$ cat src/hdl/ticc_defs.vh
`ifndef TICC_DEFS_VH
`define TICC_DEFS_VH

// ----------------------------------------
// Register map, one 16-byte window per channel
// ----------------------------------------
`define TICC_CH_STRIDE_LSB   4
`define TICC_OFS_CONTROL     4'h0
`define TICC_OFS_BUFFER      4'h4

// ----------------------------------------
// Control register fields
// ----------------------------------------
`define TICC_IDLE_STOP_BIT   13
`define TICC_TIME_BASE_BIT   7
`define TICC_CPI_MSB         6
`define TICC_CPI_LSB         5
`define TICC_OVF_BIT         4
`define TICC_BNE_BIT         3
`define TICC_MODE_MSB        2
`define TICC_MODE_LSB        0
`define TICC_CTRL_RESET      16'h0000

// ----------------------------------------
// Capture modes
// ----------------------------------------
`define TICC_MODE_OFF        3'h0
`define TICC_MODE_BOTH       3'h1
`define TICC_MODE_FALL       3'h2
`define TICC_MODE_RISE       3'h3
`define TICC_MODE_RISE4      3'h4
`define TICC_MODE_RISE16     3'h5
`define TICC_MODE_UNUSED     3'h6
`define TICC_MODE_WAKE       3'h7

// ----------------------------------------
// Prescaler terminal counts
// ----------------------------------------
`define TICC_PRE4_LAST       4'h3
`define TICC_PRE16_LAST      4'hF

// ----------------------------------------
// Bus answers
// ----------------------------------------
`define TICC_RESP_OKAY       2'h0
`define TICC_RESP_SLVERR     2'h2

`endif

$ cat src/hdl/ticc_capture.v
// Register access over AXI4-Lite and the address map were chosen for this implementation.
`timescale 1ns/10ps
`include "ticc_defs.vh"

// What this block does
// A qualifying pin event copies the selected 16-bit timer count.
// Control bit 7 set takes the first timer, clear takes the second.
// Mode 000 off, 001 both edges, 010 falling, 011 rising.
// Mode 100 captures every 4th rising edge, 101 every 16th.
// Mode 110 is unused and behaves as disabled.
// Mode 111 is a rising-edge interrupt input only in sleep or idle.
// Bits 6-5 give an interrupt after 1, 2, 3 or 4 captures.
// In both-edges mode the captures-per-interrupt field is ignored.
// Captures go into a four-word FIFO read out in order.
// Bit 3 reads 1 while unread captures remain, cleared when empty.
// Bit 4 shows capture overflow, is read-only and hardware-cleared.
// Bit 13 set halts the channel in CPU idle, clear keeps it running.
// Pin events can wake the device from sleep and idle.
// Only channels one and two request DMA, each capture with field 00.
// Control bits 15-14 and 12-8 always read zero.
// Up to four independent channels, each with control, FIFO and pin.
// A capture into a full FIFO is dropped and sets overflow until drained.
// The pin is synchronised before edge detection, one event per edge.
module ticc_capture #(
	parameter NUM_CH     = 4,
	parameter FIFO_DEPTH = 4,
	parameter FIFO_PTR_W = 2,
	parameter ADDR_W     = 8
) (
	// Clock and reset
	input  wire              clk_sys,
	input  wire              reset_n,
	// AXI4-Lite write address
	input  wire [ADDR_W-1:0] s_axi_awaddr,
	input  wire              s_axi_awvalid,
	output reg               s_axi_awready,
	// AXI4-Lite write data
	input  wire [31:0]       s_axi_wdata,
	input  wire [3:0]        s_axi_wstrb,
	input  wire              s_axi_wvalid,
	output reg               s_axi_wready,
	// AXI4-Lite write response
	output reg  [1:0]        s_axi_bresp,
	output reg               s_axi_bvalid,
	input  wire              s_axi_bready,
	// AXI4-Lite read address
	input  wire [ADDR_W-1:0] s_axi_araddr,
	input  wire              s_axi_arvalid,
	output reg               s_axi_arready,
	// AXI4-Lite read data
	output reg  [31:0]       s_axi_rdata,
	output reg  [1:0]        s_axi_rresp,
	output reg               s_axi_rvalid,
	input  wire              s_axi_rready,
	// Capture pins and time bases
	input  wire [NUM_CH-1:0] captureInputPin,
	input  wire [15:0]       firstTimerCount,
	input  wire [15:0]       secondTimerCount,
	// Power state
	input  wire              cpuIdle,
	input  wire              cpuSleep,
	// Events out
	output wire [NUM_CH-1:0] captureIrq,
	output wire [1:0]        dmaRequest,
	output reg               wakeRequest
);

	// ----------------------------------------
	// Address decode
	// ----------------------------------------
	function mapped;
		input [ADDR_W-1:0] addr;
		begin
			mapped = (addr[ADDR_W-1:`TICC_CH_STRIDE_LSB] < NUM_CH) &&
				((addr[3:0] == `TICC_OFS_CONTROL) || (addr[3:0] == `TICC_OFS_BUFFER));
		end
	endfunction

	function [ADDR_W-1:0] chanOf;
		input [ADDR_W-1:0] addr;
		begin
			chanOf = addr >> `TICC_CH_STRIDE_LSB;
		end
	endfunction

	// ----------------------------------------
	// Mode decode
	// ----------------------------------------
	function prescaled;
		input [2:0] mode;
		begin
			prescaled = (mode == `TICC_MODE_RISE4) || (mode == `TICC_MODE_RISE16);
		end
	endfunction

	function wakeOnly;
		input [2:0] mode;
		begin
			wakeOnly = (mode == `TICC_MODE_WAKE);
		end
	endfunction

	// ----------------------------------------
	// Write channel
	// ----------------------------------------
	reg  [ADDR_W-1:0] awAddr_q;
	reg               awHeld_q;
	reg  [31:0]       wData_q;
	reg  [3:0]        wStrb_q;
	reg               wHeld_q;
	wire              writeGo;
	wire              awTake;
	wire              wTake;

	assign awTake  = s_axi_awvalid & s_axi_awready;
	assign wTake   = s_axi_wvalid & s_axi_wready;
	assign writeGo = awHeld_q & wHeld_q & ~s_axi_bvalid;

	always @(posedge clk_sys or negedge reset_n) begin
		if (!reset_n) begin
			awAddr_q      <= {ADDR_W{1'b0}};
			awHeld_q      <= 1'b0;
			wData_q       <= 32'h0000_0000;
			wStrb_q       <= 4'h0;
			wHeld_q       <= 1'b0;
			s_axi_awready <= 1'b0;
			s_axi_wready  <= 1'b0;
			s_axi_bvalid  <= 1'b0;
			s_axi_bresp   <= `TICC_RESP_OKAY;
		end else begin
			if (awTake) begin
				awAddr_q <= s_axi_awaddr;
				awHeld_q <= 1'b1;
			end else if (writeGo) begin
				awHeld_q <= 1'b0;
			end
			if (wTake) begin
				wData_q <= s_axi_wdata;
				wStrb_q <= s_axi_wstrb;
				wHeld_q <= 1'b1;
			end else if (writeGo) begin
				wHeld_q <= 1'b0;
			end
			// Ready only while the holding slot is free
			s_axi_awready <= ~awHeld_q & ~awTake & ~s_axi_awready;
			s_axi_wready  <= ~wHeld_q & ~wTake & ~s_axi_wready;
			if (writeGo) begin
				s_axi_bvalid <= 1'b1;
				s_axi_bresp  <= mapped(awAddr_q) ? `TICC_RESP_OKAY : `TICC_RESP_SLVERR;
			end else if (s_axi_bready) begin
				s_axi_bvalid <= 1'b0;
			end
		end
	end

	// ----------------------------------------
	// Read channel
	// ----------------------------------------
	wire              arTake;
	wire [ADDR_W-1:0] arChan;
	wire [NUM_CH*16-1:0] ctrlView;
	wire [NUM_CH*16-1:0] headView;

	assign arTake = s_axi_arvalid & s_axi_arready;
	assign arChan = chanOf(s_axi_araddr);

	always @(posedge clk_sys or negedge reset_n) begin
		if (!reset_n) begin
			s_axi_arready <= 1'b0;
			s_axi_rvalid  <= 1'b0;
			s_axi_rdata   <= 32'h0000_0000;
			s_axi_rresp   <= `TICC_RESP_OKAY;
		end else begin
			s_axi_arready <= ~s_axi_rvalid & ~arTake & ~s_axi_arready;
			if (arTake) begin
				s_axi_rvalid <= 1'b1;
				s_axi_rdata  <= 32'h0000_0000;
				s_axi_rresp  <= `TICC_RESP_SLVERR;
				if (mapped(s_axi_araddr)) begin
					s_axi_rresp <= `TICC_RESP_OKAY;
					if (s_axi_araddr[3:0] == `TICC_OFS_CONTROL) begin
						s_axi_rdata <= {16'h0000, ctrlView[arChan[1:0]*16 +: 16]};
					end else begin
						// Empty buffer reads as zero and pops nothing
						s_axi_rdata <= {16'h0000, headView[arChan[1:0]*16 +: 16]};
					end
				end
			end else if (s_axi_rready) begin
				s_axi_rvalid <= 1'b0;
			end
		end
	end

	// ----------------------------------------
	// Capture channels
	// ----------------------------------------
	wire [NUM_CH-1:0] wakeEvt;
	wire [NUM_CH-1:0] dmaPulse;

	genvar g;
	generate
		for (g = 0; g < NUM_CH; g = g + 1) begin : gCh
			reg  [2:0]  mode_q;
			reg         timeBase_q;
			reg  [1:0]  perIrq_q;
			reg         idleStop_q;
			reg         ovf_q;
			reg  [2:0]  sync_q;
			reg  [3:0]  pre_q;
			reg  [1:0]  irqCnt_q;
			reg         irq_q;
			reg         dma_q;
			reg         evt;
			reg         preHit;
			wire        rise;
			wire        fall;
			wire        running;
			wire        ctrlWr;
			wire        popReq;
			wire        wrReady;
			wire        rdValid;
			wire [15:0] rdData;
			wire [15:0] stamp;
			wire        irqNow;

			assign ctrlWr  = writeGo && mapped(awAddr_q) && (chanOf(awAddr_q) == g) &&
				(awAddr_q[3:0] == `TICC_OFS_CONTROL);
			assign popReq  = arTake && mapped(s_axi_araddr) && (arChan == g) &&
				(s_axi_araddr[3:0] == `TICC_OFS_BUFFER);
			// Bit 1 and bit 2 of the chain form the edge detector
			assign rise    = sync_q[1] & ~sync_q[2];
			assign fall    = ~sync_q[1] & sync_q[2];
			assign running = ~cpuSleep & ~(idleStop_q & cpuIdle);
			assign stamp   = timeBase_q ? firstTimerCount : secondTimerCount;

			always @* begin
				preHit = 1'b0;
				evt    = 1'b0;
				case (mode_q)
					`TICC_MODE_BOTH: evt = rise | fall;
					`TICC_MODE_FALL: evt = fall;
					`TICC_MODE_RISE: evt = rise;
					`TICC_MODE_RISE4: begin
						preHit = (pre_q == `TICC_PRE4_LAST);
						evt    = rise & preHit;
					end
					`TICC_MODE_RISE16: begin
						preHit = (pre_q == `TICC_PRE16_LAST);
						evt    = rise & preHit;
					end
					default: evt = 1'b0;
				endcase
				evt = evt & running;
			end

			assign irqNow = (mode_q == `TICC_MODE_BOTH) | (irqCnt_q == perIrq_q);

			// In sleep or idle, wake on any capture event or on a rising edge in interrupt-only mode
			assign wakeEvt[g] = (cpuSleep | cpuIdle) & ((wakeOnly(mode_q) & rise) | evt);

			always @(posedge clk_sys or negedge reset_n) begin
				if (!reset_n) begin
					mode_q     <= `TICC_MODE_OFF;
					timeBase_q <= 1'b0;
					perIrq_q   <= 2'h0;
					idleStop_q <= 1'b0;
					ovf_q      <= 1'b0;
					sync_q     <= 3'h0;
					pre_q      <= 4'h0;
					irqCnt_q   <= 2'h0;
					irq_q      <= 1'b0;
					dma_q      <= 1'b0;
				end else begin
					sync_q <= {sync_q[1:0], captureInputPin[g]};
					irq_q  <= 1'b0;
					dma_q  <= 1'b0;
					if (ctrlWr && wStrb_q[0]) begin
						mode_q     <= wData_q[`TICC_MODE_MSB:`TICC_MODE_LSB];
						perIrq_q   <= wData_q[`TICC_CPI_MSB:`TICC_CPI_LSB];
						timeBase_q <= wData_q[`TICC_TIME_BASE_BIT];
						// New setup restarts prescaler and capture count
						pre_q      <= 4'h0;
						irqCnt_q   <= 2'h0;
					end else begin
						if (rise && running && prescaled(mode_q)) begin
							pre_q <= preHit ? 4'h0 : pre_q + 4'h1;
						end
						if (evt) begin
							irqCnt_q <= irqNow ? 2'h0 : irqCnt_q + 2'h1;
							irq_q    <= irqNow;
							dma_q    <= (perIrq_q == 2'h0);
						end else if (wakeOnly(mode_q) && rise && (cpuSleep || cpuIdle)) begin
							irq_q <= 1'b1;
						end
					end
					if (ctrlWr && wStrb_q[1]) begin
						idleStop_q <= wData_q[`TICC_IDLE_STOP_BIT];
					end
					// Set wins over the drain clear
					if (evt && !wrReady) begin
						ovf_q <= 1'b1;
					end else if (!rdValid) begin
						ovf_q <= 1'b0;
					end
				end
			end

			// Full FIFO holds off the write; the value is dropped
			ticc_fifo #(
				.WIDTH (16),
				.DEPTH (FIFO_DEPTH),
				.PTR_W (FIFO_PTR_W)
			) uFifo (
				.clk_sys (clk_sys),
				.reset_n (reset_n),
				.wrValid (evt),
				.wrReady (wrReady),
				.wrData  (stamp),
				.rdValid (rdValid),
				.rdReady (popReq),
				.rdData  (rdData)
			);

			assign headView[g*16 +: 16] = rdValid ? rdData : 16'h0000;
			assign ctrlView[g*16 +: 16] = {2'h0, idleStop_q, 5'h00, timeBase_q, perIrq_q,
				ovf_q, rdValid, mode_q};
			assign captureIrq[g]        = irq_q;
			assign dmaPulse[g]          = dma_q;
		end
	endgenerate

	// ----------------------------------------
	// DMA and wake outputs
	// ----------------------------------------
	// Channels above the second never reach DMA
	assign dmaRequest = {dmaPulse[1], dmaPulse[0]};

	always @(posedge clk_sys or negedge reset_n) begin
		if (!reset_n) begin
			wakeRequest <= 1'b0;
		end else begin
			wakeRequest <= |wakeEvt;
		end
	end

endmodule

$ cat src/hdl/ticc_fifo.v
`timescale 1ns/10ps
module ticc_fifo #(
	parameter WIDTH = 16,
	parameter DEPTH = 4,
	parameter PTR_W = 2
) (
	// Clock and reset
	input  wire             clk_sys,
	input  wire             reset_n,
	// Fill side
	input  wire             wrValid,
	output wire             wrReady,
	input  wire [WIDTH-1:0] wrData,
	// Drain side
	output wire             rdValid,
	input  wire             rdReady,
	output wire [WIDTH-1:0] rdData
);

	// ----------------------------------------
	// Storage and pointers
	// ----------------------------------------
	reg [WIDTH-1:0] mem_q [0:DEPTH-1];
	reg [PTR_W-1:0] wrPtr_q;
	reg [PTR_W-1:0] rdPtr_q;
	reg [PTR_W:0]   count_q;
	localparam [PTR_W:0] FULL_CNT = DEPTH;
	wire            doPush;
	wire            doPop;
	integer         i;

	assign wrReady = (count_q != FULL_CNT);
	assign rdValid = (count_q != {(PTR_W+1){1'b0}});
	assign rdData  = mem_q[rdPtr_q];
	assign doPush  = wrValid & wrReady;
	assign doPop   = rdValid & rdReady;

	always @(posedge clk_sys or negedge reset_n) begin
		if (!reset_n) begin
			wrPtr_q <= {PTR_W{1'b0}};
			rdPtr_q <= {PTR_W{1'b0}};
			count_q <= {(PTR_W+1){1'b0}};
			for (i = 0; i < DEPTH; i = i + 1) begin
				mem_q[i] <= {WIDTH{1'b0}};
			end
		end else begin
			if (doPush) begin
				mem_q[wrPtr_q] <= wrData;
				// Depth is a power of two, pointers wrap naturally
				wrPtr_q        <= wrPtr_q + 1'b1;
			end
			if (doPop) begin
				rdPtr_q <= rdPtr_q + 1'b1;
			end
			if (doPush && !doPop) begin
				count_q <= count_q + 1'b1;
			end else if (doPop && !doPush) begin
				count_q <= count_q - 1'b1;
			end
		end
	end

endmodule

$ cat config.mk
export PLATFORM = sky130hd
export DESIGN_NAME = ticc_capture
export DESIGN_NICKNAME = d
export VERILOG_FILES = /design/src/hdl/ticc_capture.v /design/src/hdl/ticc_fifo.v
export VERILOG_INCLUDE_DIRS = /design/src /design/src/hdl
export SDC_FILE = /design/constraint.sdc
export NUM_CORES = 1
export LEC_CHECK = 0
export ABC_AREA = 0
export BUFFER_PORTS_ARGS = -buffer_cell sky130_fd_sc_hd__buf_2
export CORE_MARGIN = 2
export CORE_UTILIZATION = 45
export CTS_BUF_LIST = sky130_fd_sc_hd__clkbuf_4 sky130_fd_sc_hd__clkbuf_8
export DETAILED_ROUTE_END_ITERATION = 8
export HOLD_SLACK_MARGIN = 0.08
export MAX_ROUTING_LAYER = met4
export PLACE_DENSITY = 0.67
export SYNTH_ARGS = -nofsm -noshare
export SYNTH_HDL_FRONTEND = slang
export SYNTH_HIERARCHICAL = 1
export SYNTH_SLANG_ARGS = --single-unit
$ cat constraint.sdc
create_clock -name clk_sys -period 3.3 [get_ports clk_sys]
set_clock_uncertainty 0.1 [all_clocks]
set_input_delay 0.66 -clock clk_sys [delete_from_list [all_inputs] [get_ports clk_sys]]
set_output_delay 0.66 -clock clk_sys [all_outputs]
set_load 0.01 [all_outputs]
**Word-level counts from Yosys, hierarchy flattened**

Index checks and enable logic that the tools add are counted.

- Register bits after elaboration: 426
- Latch bits: 0
- RAM bits: 0
- Memory bits (read-only): 0
- Memories: 0

- $add $sub $neg: 24
- Multiply operators: 0
- Divide/modulo/power cells: 0
- Order comparisons: 14
- Eq/ne operators: 52
- Shift operators: 2
- Multiplexer cells: 107
- Bitwise gates (word level): 99
- Reduce and logical (&&, ||, !) cells: 106

Operators with widths:

| kind | count |
|---|---|
| 2-to-1 mux 16 bit | 22 |
| bitwise mux 64 bit | 4 |
| binary-select mux 16 bit (select 2 bit) | 4 |
| demux 16 bit (select 2 bit) | 4 |
| indexed part select 64 x 7 -> 16 bit | 2 |
| logical AND 1 bit | 60 |
| bitwise AND 1 bit | 55 |
| 2-to-1 mux 4 bit | 12 |
| equality test 3 bit, second input constant | 12 |
| equality test 4 x 2 -> 1 bit, second input constant | 8 |
| nonzero test 2 bit | 16 |
| 2-to-1 mux 1 bit | 31 |
| 2-to-1 mux 2 bit | 14 |
| adder 2 x 1 -> 2 bit, second input constant | 12 |
| equality test 3 x 2 -> 1 bit, second input constant | 8 |
| >= comparator 3 bit, second input constant | 8 |
| 2-to-1 mux 3 bit | 8 |
| inverter 2 -> 3 bit | 8 |
| inverter 1 bit | 23 |
| one-hot mux 1 bit (5 select lines) | 4 |
| adder 4 x 1 -> 4 bit, second input constant | 4 |
| equality test 4 bit, second input constant | 4 |
| zero test 8 bit | 2 |
| bitwise OR 1 bit | 13 |
| other kinds (17) | 66 |

**Logic depth before layout (Yosys ltp)**

- Word-level depth: 10
- Depth in mapped cells: 14

**Cells and area by module**

The synthesis kept the hierarchy.

By module, submodules not included:

| module | times used | cells an instance | area each (µm²) |
|---|---|---|---|
| ticc_fifo | 4 | 192 | 3383.2 |
| ticc_capture | 1 | 680 | 7074.3 |

**Worst setup path before layout**

OpenSTA, ideal clock, no wires.

- Path type: input port to flip-flop
- Start: input s_axi_araddr[3]
- End: register gCh[2].uFifo.count_q[1]
- Arrival time: 3.002 ns
- Required time: 3.075 ns
- Setup slack: 0.073 ns
- Stages: 11
- Cells stage by stage: or3_1 -> or4_1 -> buf_2 -> nor2_4 -> nand2_1 -> nor2_1 -> nand2_1 -> ha_1 -> inv_1 -> fa_1 -> mux2_2

- Longest elaborated chain between the ends: 10

Ends and longest elaborated chain:

| element | RTL line | RTL |
|---|---|---|
| start, declared | ticc_capture.v:47 | `input wire [ADDR_W-1:0] s_axi_araddr,` |
| equality test 4 x 3 -> 1 bit (no source line) or zero test 4 bit (tied branches) | -- |  |
| logical OR 1 bit | ticc_capture.v:75 | `` ((addr[3:0] == `TICC_OFS_CONTROL) \|\| (addr[3:0] == `TICC_OFS_BUFFER)); `` |
| logical AND 1 bit | ticc_capture.v:74 | `` mapped = (addr[ADDR_W-1:`TICC_CH_STRIDE_LSB] < NUM_CH) && `` |
| logical AND 1 bit (2 in series) | ticc_capture.v:228 | `assign popReq = arTake && mapped(s_axi_araddr) && (arChan == g) &&` |
| logical AND 1 bit (*) | ticc_capture.v:228 |  |
| named net gCh[2].popReq | ticc_capture.v:219 | `wire popReq;` |
| bitwise AND 1 bit (*) | ticc_fifo.v:36 | `assign doPop = rdValid & rdReady;` |
| zero test 1 bit | ticc_fifo.v:55 | `if (doPush && !doPop) begin` |
| logical AND 1 bit | ticc_fifo.v:55 |  |
| 2-to-1 mux 3 bit or nonzero test 2 bit (tied branches) | -- |  |
| end signal, assigned | ticc_fifo.v:42 | `count_q <= {(PTR_W+1){1'b0}};` |
| end signal, assigned | ticc_fifo.v:56 | `count_q <= count_q + 1'b1;` |
| end signal, assigned | ticc_fifo.v:58 | `count_q <= count_q - 1'b1;` |
| end, declared | ticc_fifo.v:26 | `reg [PTR_W:0] count_q;` |

Mark *: on every way through the listed nets, which the timed path passes. The rest lies on a longest branch.
A chain may end at the register's enable or synchronous reset.

**Final worst setup path**

- Start: register gCh[2].pre_q[2]
- End: register gCh[2].uFifo.count_q[2]

- Longest elaborated chain between the ends: 8

Ends and longest elaborated chain:

| element | RTL line | RTL |
|---|---|---|
| start, declared | ticc_capture.v:209 | `reg [3:0] pre_q;` |
| start signal, assigned | ticc_capture.v:286 | `pre_q <= preHit ? 4'h0 : pre_q + 4'h1;` |
| equality test 4 bit (no source line) or equality test 4 x 2 -> 1 bit (tied branches) | -- |  |
| bitwise AND 1 bit, on equally long branches | ticc_capture.v:249, ticc_capture.v:245 |  |
| one-hot mux 1 bit (5 select lines) (*) | ticc_capture.v:239 | `case (mode_q)` |
| bitwise AND 1 bit (*) | ticc_capture.v:253 | `evt = evt & running;` |
| named net gCh[2].evt | ticc_capture.v:213 | `reg evt;` |
| bitwise AND 1 bit (*) | ticc_fifo.v:35 | `assign doPush = wrValid & wrReady;` |
| named net gCh[2].uFifo.doPush | ticc_fifo.v:28 | `wire doPush;` |
| zero test 1 bit | ticc_fifo.v:57 | `end else if (doPop && !doPush) begin` |
| logical AND 1 bit | ticc_fifo.v:57 |  |
| nonzero test 2 bit (no source line) | -- |  |

Marked as above.

==> metrics.md <==
| Metric | Value |
|---|---|
| Combinational cell fraction of total power | 15.8% |
| Post-CTS setup buffer count | 0 |
| Internal Power | 0.00898 W |
| Tmin final | 3.10 ns |
| Actual slew at the worst max-slew pin | 0.948 ns |
| Drt drc | 0 |
| DRT Pass-1 Iters | 5 |
| Count of cell types in the netlist | 67 |
| Area of the die | 0.0475 mm² |
| Worst hold slack | 0.133 ns |
| First-pass GRT wire length | 79.2 mm |
| Post-DP HPWL | 35.3 mm |
| CP Capture Type | register |
| Multi-input logic area | 0.00954 mm² |
| Sw Ratio | 28.3% |
| Hold Path Class | primary input to register |
| Status | finished, final reports clean |
| CTS tree | yes |
| Number of global-route vias before repair | 13400 |
| Setup slack at placement | -0.185 ns |
| Clock root cell | clkbuf_8 |
| Htree depth | 3 |
| Row Count | 78 |
| DRT iter0 DRCs | 817 |
| Clock sink total | 401 |
| Vias per inst | 5.59 |
| Clk pwr share | 36.2% |
| Crit Path Max Fanout | 6 |
| CTS max path bufs | 3 |
| Crit path setup slack, layout | 0.204 ns |
| Die X | 218 µm |
| Core Box Area | 0.0453 mm² |
| Total number of yosys warnings | 6 |
| IO Pins | 145 |
| Antenna violations before repair | 14 |
| Storage cell area | 0.0100 mm² |
| Area Overhead vs Synth | 12.1% |
| Sequential share of power | 48.1% |
| Worst-skew pair later-pin latency | 0.64 ns |
| Sequential area share after synthesis | 48.7% |
| Synthesized area | 0.0206 mm² |
| CP Data Required Time | 3.73 ns |
| Reg clk slew, reported paths | 0.06 ns |
| Flops & latches, synth | 401 |
| PortBufs | 99 |
| Number of synthesized flops with an enable pin | 0 |
| Share of layout cells above drive strength 1 | 45.4% |
| DR vias | 12600 |
| Average size of a mapped cell | 14.2 µm² |
| Final period utilization | 93.8% |
| Largest net degree at the start of global routing | 90 |
| Avg WL per Cell | 22.1 µm |
| Post-Syn Instances | 1448 |
| Worst VDD drop | 0.000333 V |
| Crit Path Category | register to register |
| Asr flop ratio synth | 100% |
| FILL cells | 3910 |
| Startpoint Class | register |
| Global Route Usage Sum | 22.4% |
| Sw Pwr | 0.00355 W |
| Fmax | 0.323 GHz |
| RSZ-0062 raised after global routing | false |
| Setup violations, final | 0 |
| Post-route ant nets | 0 |
| Slew HR | 36.8% |
| GR Overflow Total | 0 |
| Leak Pwr | 10.9 nW |
| Slew Viols, Final | 0 |
| Worst EP arrival | 3.53 ns |
| Routed Wire Length | 49.9 mm |
| Hold_buf cts | 6 |
| Final Hold Vio Count | 0 |
| CTS resizes | 0 |
| TritonCTS Buffers | 69 |
| Post-route setup TNS | 0 ns |
| Max cap viols | 0 |
| Post-synth top flop | dfrtp_1 |
| RePlAce Congestion | 0.932 |
| Die span in y | 218 µm |
| Power Dens Cells | 542 mW/mm² |
| Nets@finish | 1732 |
| Initial Util | 45.5% |
## cells by family (layout without fill, tap and decap cells)
group / Yosys count / count (layout) / synth area share [%]
multiplexers: 447 / 447 / 31.1
flip-flops: 401 / 401 / 48.7
AND/OR/NAND/NOR: 229 / 229 / 6.08
AO/OA/AOI/OAI: 153 / 153 / 5.09
buffers and inverters: 149 / 325 / 5.31
adder cells (fa/ha/maj): 36 / 36 / 2.33
XOR/XNOR: 32 / 32 / 1.36
other: 1 / 36 / 0.0182
## sequential cells by signal, indices dropped and copies added, names as in the netlist, 7 cells and up
register	cells
gCh.pre_q	16
gCh.mode_q	12
s_axi_rdata	16
awAddr_q	8
gCh.irqCnt_q	8
gCh.uFifo/mem_q	256
gCh.uFifo/wrPtr_q	8
gCh.uFifo/rdPtr_q	8
gCh.sync_q	12
gCh.uFifo/count_q	12
wData_q	7
gCh.perIrq_q	8
## critical path: stages (launching register included)
cell	delay, ns
dfrtp_1	0.43
or3_4	0.40
a211oi_4	0.38
o2bb2ai_2	0.23
nand2_1	0.17
inv_1	0.10
and2_1	0.17
ha_1	0.18
inv_1	0.05
fa_1	0.38
xor2_1	0.17
nor2_1	0.11
xor2_1	0.14
## placed cells by master (no fill, tap or decap), drive strengths merged, types with 13 or more instances in the layout
master	instances
nand2	43
nor3	14
clkbuf	104
a22oi	13
conb	18
diode	18
inv	37
ha	32
and3	25
buf	171
mux2	372
nor2	52
xnor2	24
a21oi	45
nand3	19
mux4	69
nor2b	13
o21ai	33
dfrtp	401
## metrics by stage
stage	util, %	cells	power (W)	instance area, µm²
global placement	47.8	2122	0.00796	21700
global route	51.0	2255	0.0132	23100
finish	51.0	2259	0.0125	23100
CTS	50.9	2241	0.0127	23100
detailed placement	47.8	2122	0.00806	21700
floorplan	-	1465	0.00732	20700
## synthesized netlist by cell type, types with 11 or more instances
library cell    n  area, µm²
a211oi_1       11       82.6
a21oi_1        42        210
a221oi_1       11       96.3
a22o_1         11       96.3
a22oi_1        13       97.6
and3_1         25        156
buf_12         16        320
buf_2          18       90.1
buf_4          29        218
buf_6          19        214
clkbuf_1       25       93.8
dfrtp_1       401      10000
ha_1           32        400
inv_1          35        131
mux2_2        210       2360
mux2_4        162       2430
mux4_2         69       1550
nand2_1        43        161
nand3_1        19       95.1
nor2_1         51        191
nor2b_1        13       81.3
nor3_1         14       70.1
o21ai_0        33        165
xnor2_1        24        210
## power by group through the flow
stage	clock (W)	combinational, W	sequential (W)
after detailed placement	0	0.00197	0.00609
after floorplan	0	0.00142	0.00590
final	0.00453	0.00197	0.00602
after global placement	0	0.00190	0.00606
after CTS	0.00465	0.00199	0.00602
after global routing	0.00488	0.00217	0.00610
## cell type report
| type | count | share of cell area [%] |
|---|---|---|
| diodes | 18 | 0.195 |
| clock buffers | 104 | 5.60 |
| clock inverters | 9 | 0.249 |
| inverters | 35 | 0.568 |
| multi-input cells | 915 | 41.3 |
| flip-flops and latches | 401 | 43.4 |
| well taps | 600 | 3.25 |
| repair buffers | 177 | 5.44 |
## final timing paths
path                                   from                       to  slack (ns)  cells past startpoint
setup / recovery            gCh[2].pre_q[2]  gCh[2].uFifo/count_q[2]        0.20                     12
hold / removal                 s_axi_bready             s_axi_bvalid        0.13                      2
setup reg to reg            gCh[2].pre_q[2]  gCh[2].uFifo/count_q[2]        0.20                     12
hold reg to reg            gCh[0].sync_q[0]         gCh[0].sync_q[1]        0.25                      0
max in group asynchronous           reset_n  gCh[0].uFifo/count_q[0]        1.58                      3
min in group asynchronous           reset_n             s_axi_wready        0.55                      2
## layer usage
metal,part of all wire [%],GRT usage (%),wire (µm),up-vias
met4,2.8,7.57,1420,0
met3,7.9,6.47,3960,113
met1,43,29.5,21500,6545
met2,46,33.2,23000,389
li1,-,-,-,5576
met5,0,-,0,-
Note: power is estimated with default switching activity, not from simulation.
